--- config.mk ---
export PLATFORM = sky130hd
export DESIGN_NAME = hbdfc_core
export DESIGN_NICKNAME = d
export VERILOG_FILES = /design/src/hw/hbdfc_timer.v /design/src/hw/hbdfc_vds.v /design/src/hw/hbdfc_core.v
export VERILOG_INCLUDE_DIRS = /design/src /design/src/hw
export SDC_FILE = /design/constraint.sdc
export NUM_CORES = 1
export LEC_CHECK = 0
export BUFFER_PORTS_ARGS = -buffer_cell sky130_fd_sc_hd__clkbuf_2
export CAP_MARGIN = 20
export CORE_UTILIZATION = 39
export DETAILED_ROUTE_END_ITERATION = 10
export GPL_ROUTABILITY_DRIVEN = 0
export PLACE_DENSITY_LB_ADDON = 0.15
export SYNTH_ARGS = -nofsm -noshare
export SYNTH_HDL_FRONTEND = slang
export SYNTH_HIERARCHICAL = 1
export SYNTH_SLANG_ARGS = --single-unit
--- constraint.sdc ---
create_clock -name mclk -period 7 [get_ports mclk]
set_input_delay 0.35 -clock mclk [delete_from_list [all_inputs] [get_ports mclk]]
set_output_delay 0.35 -clock mclk [all_outputs]
set_load 0.01 [all_outputs]
--- src/hw/hbdfc_regs.vh ---
// Timing constants and numeric literals for the bridge decay and fault control
`ifndef HBDFC_REGS_VH
`define HBDFC_REGS_VH
`define HBDFC_CLK_MHZ 25
`define HBDFC_CW 16
`define HBDFC_TOFF_CYC 16'h02EE
`define HBDFC_TBLANK_CYC 16'h004B
`define HBDFC_TDEAD_CYC 16'h0005
`define HBDFC_THOLD_CYC 16'h0C35
`define HBDFC_PCT_FD 13
`define HBDFC_PCT_ALL 100
`define HBDFC_SR_BLANK_US 1
`define HBDFC_WAKE_US 300
`define HBDFC_SLOWTO_US 300
`define HBDFC_ZERO16 16'h0000
`define HBDFC_ONE16 16'h0001
`define HBDFC_ZERO4 4'h0
`endif

--- src/hw/hbdfc_timer.v ---
// Loadable down counter with busy flag
`timescale 1ns/1ps
module hbdfc_timer (
  input wire mclk, // Clock
  input wire rst, // Sync reset
  input wire load, // Start count
  input wire [15:0] count, // Cycles to run
  output wire busy // High while counting
);
`include "hbdfc_regs.vh"
  reg [15:0] cnt_r;
  always @(posedge mclk) begin
    if (rst)
      cnt_r <= `HBDFC_ZERO16;
    else if (load)
      cnt_r <= count;
    else if (cnt_r != `HBDFC_ZERO16)
      cnt_r <= cnt_r - `HBDFC_ONE16;
  end
  assign busy = (cnt_r != `HBDFC_ZERO16);
endmodule // hbdfc_timer

--- src/hw/hbdfc_vds.v ---
// Per-switch drain-source monitor with blanking
`timescale 1ns/1ps
module hbdfc_vds (
  input wire mclk, // Clock
  input wire rst, // Sync reset
  input wire [3:0] gate_on, // Switches commanded on
  input wire [3:0] vds_over, // Drain-source comparators
  input wire sr_off, // Off-time with rectification
  input wire [15:0] blank_cyc, // Configured blank cycles
  input wire [15:0] sr_blank_cyc, // Fixed blank cycles
  output wire trip // Fault seen on a switch
);
`include "hbdfc_regs.vh"
  reg [3:0] on_d_r;
  wire [3:0] hit;
  always @(posedge mclk) begin
    if (rst)
      on_d_r <= `HBDFC_ZERO4;
    else
      on_d_r <= gate_on;
  end
  genvar i;
  generate
    for (i = 0; i < 4; i = i + 1) begin : g_sw
      wire blanking;
      wire rise;
      assign rise = gate_on[i] & ~on_d_r[i];
      hbdfc_timer u_blk (
        .mclk(mclk),
        .rst(rst),
        .load(rise),
        .count(sr_off ? sr_blank_cyc : blank_cyc),
        .busy(blanking)
      );
      // Only while on and past blanking
      assign hit[i] = gate_on[i] & on_d_r[i] & ~blanking & vds_over[i];
    end
  endgenerate
  assign trip = |hit;
endmodule // hbdfc_vds

--- src/hw/hbdfc_core.v ---
// Full-bridge decay selection, chop timing and fault control
// Functional notes
// Slow decay: low side stays on, high side of active leg off.
// Rectifying low side turns on only after dead-time.
// Fast decay: conducting pair off, opposite diagonal on.
// Sensed peak current starts a fixed off-time.
// Mixed decay: after dead-time, fast decay for 13 percent of off-time.
// After fast portion, slow decay for rest of off-time.
// Fast decay with near-zero current puts all outputs high impedance.
// Flag low while limiting; released hold time after detections stop.
// Drain-source fault holds flag low until latch cleared.
// Monitor sample-and-hold freezes when sense is not motor current.
// Drain-source fault forces monitor output to zero.
// Charge-pump fault disables all outputs.
// Drain-source comparator evaluated only while its switch is on.
// Drain-source trip after blanking disables bridge and latches off.
// Drain-source comparator ignored for blank-time after switch turn-on.
// Off-time with rectification uses fixed 1 us blanking.
// Flag goes low in same cycle the fault latch sets.
// Fault latch clears only on standby or undervoltage; host pulses sleep.
// Sleep low enters standby: outputs, pump and regulator off.
// Inputs ignored up to 300 us after wake; host waits.
// Over-temperature disables outputs until qualified indication clears.
// Drivers off from power-up until undervoltage lockout releases.
// Direction decode: coast, forward, reverse, brake on both low sides.
// Current comparator blanked after every output transition.
// Monitor forced to zero after 300 us of external slow decay.
// Off, blank, dead and hold times are cycle-count parameters.
`timescale 1ns/1ps
module hbdfc_core #(
  parameter [15:0] TOFF_CYC = `HBDFC_TOFF_CYC, // Off-time cycles
  parameter [15:0] TBLANK_CYC = `HBDFC_TBLANK_CYC, // Blank cycles
  parameter [15:0] TDEAD_CYC = `HBDFC_TDEAD_CYC, // Dead-time cycles
  parameter [15:0] THOLD_CYC = `HBDFC_THOLD_CYC, // Flag hold cycles
  parameter [15:0] WAKE_CYC = `HBDFC_WAKE_US * `HBDFC_CLK_MHZ, // Wake
  parameter [15:0] SLOWTO_CYC = `HBDFC_SLOWTO_US * `HBDFC_CLK_MHZ // Timeout
) (
  input wire mclk, // Clock 25 MHz
  input wire rst, // Sync reset, high
  input wire dir_input_a, // Direction input A
  input wire dir_input_b, // Direction input B
  input wire standby_req_n, // Sleep request, low = standby
  input wire sense_over, // Sense above peak limit
  input wire sense_near_zero, // Sense current near zero
  input wire [3:0] vds_over, // Drain-source comparators
  input wire pump_fault, // Charge-pump supply fault
  input wire thermal_shutdown, // Over-temperature, hysteresis qualified
  input wire load_supply_uv, // Supply undervoltage
  output reg [3:0] gate_r, // Gates: {hi_a, lo_a, hi_b, lo_b}
  output reg fault_flag_n_oe_r, // Open-drain flag drive
  output wire fault_flag_n_o, // Flag output level, always low
  output reg monitor_track_r, // Sample-and-hold tracking
  output reg monitor_zero_r, // Force monitor output to zero
  output reg pump_en_r, // Charge pump enable
  output reg regulator_en_r, // Internal regulator enable
  output reg vds_latched_r // Drain-source fault latched
);
`include "hbdfc_regs.vh"
  // ************************************************************
  // Gate codes
  // ************************************************************
  localparam [3:0] G_OFF = 4'h0;
  localparam [3:0] G_FWD = 4'h9; // hi_a, lo_b
  localparam [3:0] G_REV = 4'h6; // lo_a, hi_b
  localparam [3:0] G_BRK = 4'h5; // lo_a, lo_b
  localparam [3:0] G_LOB = 4'h1;
  localparam [3:0] G_LOA = 4'h4;
  localparam [31:0] FD_FULL = (TOFF_CYC * `HBDFC_PCT_FD) / `HBDFC_PCT_ALL;
  localparam [31:0] SRBLK_FULL = `HBDFC_SR_BLANK_US * `HBDFC_CLK_MHZ;
  localparam [15:0] FD_CYC = FD_FULL[15:0];
  localparam [15:0] SRBLK_CYC = SRBLK_FULL[15:0];
  // ************************************************************
  // States, one-hot
  // ************************************************************
  localparam [6:0] S_STBY = 7'h01;
  localparam [6:0] S_WAKE = 7'h02;
  localparam [6:0] S_RUN = 7'h04;
  localparam [6:0] S_DEAD1 = 7'h08;
  localparam [6:0] S_FAST = 7'h10;
  localparam [6:0] S_DEAD2 = 7'h20;
  localparam [6:0] S_SLOW = 7'h40;

  // Drive pattern for the commanded direction
  function [3:0] dir_gates;
    input a;
    input b;
    begin
      case ({a, b})
        2'b10: dir_gates = G_FWD;
        2'b01: dir_gates = G_REV;
        2'b11: dir_gates = G_BRK;
        default: dir_gates = G_OFF;
      endcase
    end
  endfunction

  reg [6:0] st_r;
  reg [6:0] st_nxt;
  reg [3:0] gate_nxt;
  reg fwd_r; // Direction at chop start
  reg [15:0] ph_r; // Phase counter
  reg [15:0] off_r; // Off-time remaining
  reg [15:0] slow_r; // External slow decay time
  reg [3:0] cmd_d_r;
  wire [3:0] cmd;
  wire inhibit;
  wire blank_busy;
  wire hold_busy;
  wire vds_trip;
  wire ocl_event;
  wire sr_off;

  assign cmd = dir_gates(dir_input_a, dir_input_b);
  assign inhibit = pump_fault | thermal_shutdown | load_supply_uv |
    vds_latched_r;
  assign sr_off = (st_r == S_SLOW) | (st_r == S_DEAD2);
  assign fault_flag_n_o = 1'b0;

  // ************************************************************
  // Blanking, flag hold and drain-source monitor
  // ************************************************************
  hbdfc_timer u_blank (
    .mclk(mclk),
    .rst(rst),
    .load(gate_r != cmd_d_r),
    .count(TBLANK_CYC),
    .busy(blank_busy)
  );
  assign ocl_event = sense_over & ~blank_busy & (st_r == S_RUN) &
    ((cmd == G_FWD) | (cmd == G_REV));
  hbdfc_timer u_hold (
    .mclk(mclk),
    .rst(rst),
    .load(ocl_event | (st_r[6:3] != `HBDFC_ZERO4)),
    .count(THOLD_CYC),
    .busy(hold_busy)
  );
  hbdfc_vds u_vds (
    .mclk(mclk),
    .rst(rst),
    .gate_on(gate_r),
    .vds_over(vds_over),
    .sr_off(sr_off),
    .blank_cyc(TBLANK_CYC),
    .sr_blank_cyc(SRBLK_CYC),
    .trip(vds_trip)
  );

  // ************************************************************
  // Sequencer
  // ************************************************************
  always @* begin
    st_nxt = st_r;
    gate_nxt = G_OFF;
    case (st_r)
      S_STBY: begin
        if (standby_req_n)
          st_nxt = S_WAKE;
      end
      S_WAKE: begin
        if (ph_r >= WAKE_CYC)
          st_nxt = S_RUN;
      end
      S_RUN: begin
        gate_nxt = cmd;
        if (ocl_event)
          st_nxt = S_DEAD1;
      end
      S_DEAD1: begin
        if (ph_r >= TDEAD_CYC)
          st_nxt = S_FAST;
      end
      S_FAST: begin
        gate_nxt = fwd_r ? G_REV : G_FWD;
        if (sense_near_zero)
          gate_nxt = G_OFF;
        if (ph_r >= FD_CYC)
          st_nxt = S_DEAD2;
      end
      S_DEAD2: begin
        gate_nxt = fwd_r ? G_LOB : G_LOA;
        if (ph_r >= TDEAD_CYC)
          st_nxt = S_SLOW;
      end
      S_SLOW: begin
        gate_nxt = G_BRK;
      end
      default: st_nxt = S_STBY;
    endcase
    if (st_r[6:3] != `HBDFC_ZERO4 && off_r == `HBDFC_ZERO16)
      st_nxt = S_RUN;
    if (inhibit)
      gate_nxt = G_OFF;
    if (!standby_req_n) begin
      st_nxt = S_STBY;
      gate_nxt = G_OFF;
    end
  end

  always @(posedge mclk) begin
    if (rst) begin
      st_r <= S_STBY;
      gate_r <= G_OFF;
      cmd_d_r <= G_OFF;
      ph_r <= `HBDFC_ZERO16;
      off_r <= `HBDFC_ZERO16;
      fwd_r <= 1'b0;
    end else begin
      st_r <= st_nxt;
      gate_r <= gate_nxt;
      cmd_d_r <= gate_r;
      if (st_nxt != st_r)
        ph_r <= `HBDFC_ZERO16;
      else if (ph_r != 16'hFFFF)
        ph_r <= ph_r + `HBDFC_ONE16;
      if (st_r == S_RUN && st_nxt == S_DEAD1) begin
        off_r <= TOFF_CYC;
        fwd_r <= (cmd == G_FWD);
      end else if (off_r != `HBDFC_ZERO16)
        off_r <= off_r - `HBDFC_ONE16;
    end
  end

  // ************************************************************
  // Fault latch, flag, monitor and supplies
  // ************************************************************
  always @(posedge mclk) begin
    if (rst)
      vds_latched_r <= 1'b0;
    else if (!standby_req_n || load_supply_uv)
      vds_latched_r <= 1'b0;
    else if (vds_trip)
      vds_latched_r <= 1'b1;
  end

  always @(posedge mclk) begin
    if (rst) begin
      fault_flag_n_oe_r <= 1'b0;
      pump_en_r <= 1'b0;
      regulator_en_r <= 1'b0;
      slow_r <= `HBDFC_ZERO16;
      monitor_track_r <= 1'b0;
      monitor_zero_r <= 1'b1;
    end else begin
      // Set in the same edge as the latch
      fault_flag_n_oe_r <= vds_trip | vds_latched_r | ocl_event |
        hold_busy;
      pump_en_r <= standby_req_n;
      regulator_en_r <= standby_req_n;
      if (st_r == S_RUN && cmd == G_BRK) begin
        if (slow_r != 16'hFFFF)
          slow_r <= slow_r + `HBDFC_ONE16;
      end else
        slow_r <= `HBDFC_ZERO16;
      monitor_track_r <= (st_r == S_RUN) &
        ((gate_nxt == G_FWD) | (gate_nxt == G_REV)) & ~inhibit;
      monitor_zero_r <= vds_trip | vds_latched_r |
        (slow_r >= SLOWTO_CYC) | ~standby_req_n;
    end
  end
endmodule // hbdfc_core

==> impl_metrics.yaml <==
clock_network:
  cts_tree: "yes"
  cts.htree.levels: 4
  postCtsSetupRepairBufs: 0
  clk_latency_ns: 0.44
  cts_root_buf: "clkbuf_16"
  clk_pin_slew_ns: 0.08
  cts_buffer_depth: 2
  cts_sinks: 169
  cts_made_buffers: 17
  cts_resized: 0
  holdBufCountCts: 0
yosys:
  ys_seq_elements: 169
  synthTopCellsByArea: "dfxtp_1, xor2_1, nand2_1"
  syn_inst: 1134
  synthArstFlopShare: 0
  netlist.area_leader.share: 0.337
  avgSynthCellArea_um2: 8.86
  synth_top_area_cell: "dfxtp_1"
  synth_cell_types: 80
  synth-edff-count: 0
  yosysSeqAreaShare: 0.337
  syn_area_um2: 10000
  synth_ff_type: "dfxtp_1"
  synth_warnings: 6
setup_path:
  cpPeakStageDelay_ns: 0.74
  rrSetupSlack_ns: 4.09
  cpMaxStageDelayCell: "nor2b_1"
  cp.required_ns: 7.37
  end_kind: "flop"
  path_max_fanout: 13
  cp-start-kind: "flop"
  crit_chain: "nor4_1 > nand4_2 > nor2_1 > nand2_1 > nand2_1 > nor2b_1 > nand2_1 > o21ai_2"
  crit_path_frequent_cell: "nand2_1"
  crit_type: "flop to flop"
  critical_path_arrival_ns: 3.28
sta:
  slew_headroom: 0.327
  setup_tns_ns: 0
  holdWs_ns: 0.104
  grt_setup_unrepaired: "no"
  tightest_slew_ns: 1.01
  timing.fmax_mhz: 344
  hold_viol: 0
  fin_ws_ns: 4.09
  slew_violations: 0
  skew_ns: 0.0163
  finalCritPeriodShare: 0.415
  setup_violations: 0
  period_needed_ns: 2.91
floorplanning:
  ios: 25
  rows: 58
  die_area_um2: 26400
  initial_core_util: 0.398
  die_height_um: 163
  coreArea_um2: 25300
  chipWidth_um: 163
final_layout:
  regArea_um2: 3380
  drive_gt1_frac: 0.168
  nFillCells: 2551
  postLayoutCellArea_um2: 11000
  n_antenna_cell: 0
  multi_input_area_um2: 6330
  syn2layout_area_growth_pct: 9.64
  num-nets-final: 1232
global_route:
  grt_max_degree: 69
  grt_pass1_vias: 7284
  grt_usage: 0.177
  overflow: 0
  antenna_found_initial: 0
  grt_pass1_wl_mm: 37.4
placed_design:
  port-buffer-count: 23
  dpl_cell_area_um2: 10400
  place_hpwl_mm: 15.7
  dp_worst_setup_slack_ns: 4.02
detailed_routing:
  num_vias: 7837
  drcViolationCount: 0
  viasPerCell: 5.08
  wl_per_cell_um: 14.6
  wirelength_mm: 22.6
  drt_iter0_drc: 509
  drtPass1Iterations: 5
  final_antenna_net_count: 0
flow_run:
  maxCapViolCount: 0
hold_path:
  worstHoldPathType: "input port to flop"
power_and_ir_drop:
  p_leak_nw: 4.08
  power_density_nw_per_um2: 416
  finalPower_mw: 4.58
  ir_worst_vdd_mv: 0.176
outcome:
  outcome: "finished, final reports clean"
## state kept, by name, summed over array words and instances, names as in the netlist, 4 cells and up
name,flops
cmd_d_r,4
gate_r,4
off_r,16
ph_r,16
slow_r,16
st_r,7
u_blank/cnt_r,16
u_hold/cnt_r,16
u_vds/g_sw.u_blk/cnt_r,64
u_vds/on_d_r,4
## cell type report
cell class	instances	share of cell area
flip-flops and latches	169	0.307
inverters	36	0.0123
repair buffers	27	0.0132
well taps	330	0.0375
multi-input cells	950	0.574
clock buffers	18	0.0399
clock inverters	14	0.0157
## synthesized netlist by cell type (all sizes together), types with 2 or more instances
cell type,n
conb,2
or2b,2
a21boi,5
or4,9
nand4b,10
a21oi,26
nor4,26
a31oi,15
o31ai,2
dlymetal6s2s,5
buf,26
nor2b,30
a211oi,7
nand2,133
mux2,16
and3,12
nor3b,16
nand4,52
nor4b,4
a211o,4
xor2,75
nand3b,27
ha,17
and2,7
xnor2,44
o211ai,4
dfxtp,169
o21ai,85
clkbuf,11
a21o,3
nand2b,12
nor3,71
or3,21
and4,2
inv,36
nor2,94
mux2i,5
nand3,34
or2,3
## power by group
part / leakage [nW] / internal (mW) / switching [mW]
combinational: 2.40 / 0.910 / 1.14
sequential: 1.38 / 1.23 / 0.310
clock: 0.298 / 0.523 / 0.462
## metal layers
metal / part of all wire / vias up / GRT usage / wire length, um
met5: 0 / - / 0 / 0
met4: 0.0095 / 0 / 0.0459 / 214
met3: 0.028 / 23 / 0.0300 / 621
met2: 0.44 / 108 / 0.274 / 9910
met1: 0.52 / 3625 / 0.252 / 11800
li1: - / 4081 / - / -
## stage by stage
stage / util / instances
2_1_floorplan: - / 1197
3_3_place_gp: 0.412 / 1512
3_5_place_dp: 0.412 / 1512
4_1_cts: 0.436 / 1544
5_1_grt: 0.436 / 1544
6_report: 0.436 / 1544
## worst paths after layout
path                          end  cells after the start             start
setup / recovery  u_hold/cnt_r[4]                      8  u_blank/cnt_r[7]
hold / removal      vds_latched_r                      2    load_supply_uv
hold reg to reg         off_r[12]                      2         off_r[12]
setup reg to reg  u_hold/cnt_r[4]                      8  u_blank/cnt_r[7]
## logic make-up after synthesis
group	count (synthesis)	synth area share
fa+ha+maj	17	0.0212
buf+inv	78	0.0573
flops	169	0.337
compound gates	161	0.118
simple gates	567	0.335
mux	21	0.0266
xor+xnor	119	0.104
other cells	2	0.000747
## critical path, delay by kind of cell (launching register included)
family             cells  cell delay (ns)
AOI/OAI and AO/OA      1             0.08
DFF                    1             0.37
and+or+nand+nor        7             2.39
## placed cells by master (no fill, tap or decap), drive strengths merged, types with 34 or more instances in the layout
master / synthesis / final
clkbuf: 11 / 41
conb: 2 / 65
dfxtp: 169 / 169
inv: 36 / 43
nand2: 133 / 133
nand3: 34 / 34
nand4: 52 / 52
nor2: 94 / 94
nor3: 71 / 71
o21ai: 85 / 85
xnor2: 44 / 44
xor2: 75 / 75
(Power assumes the default switching activity.)
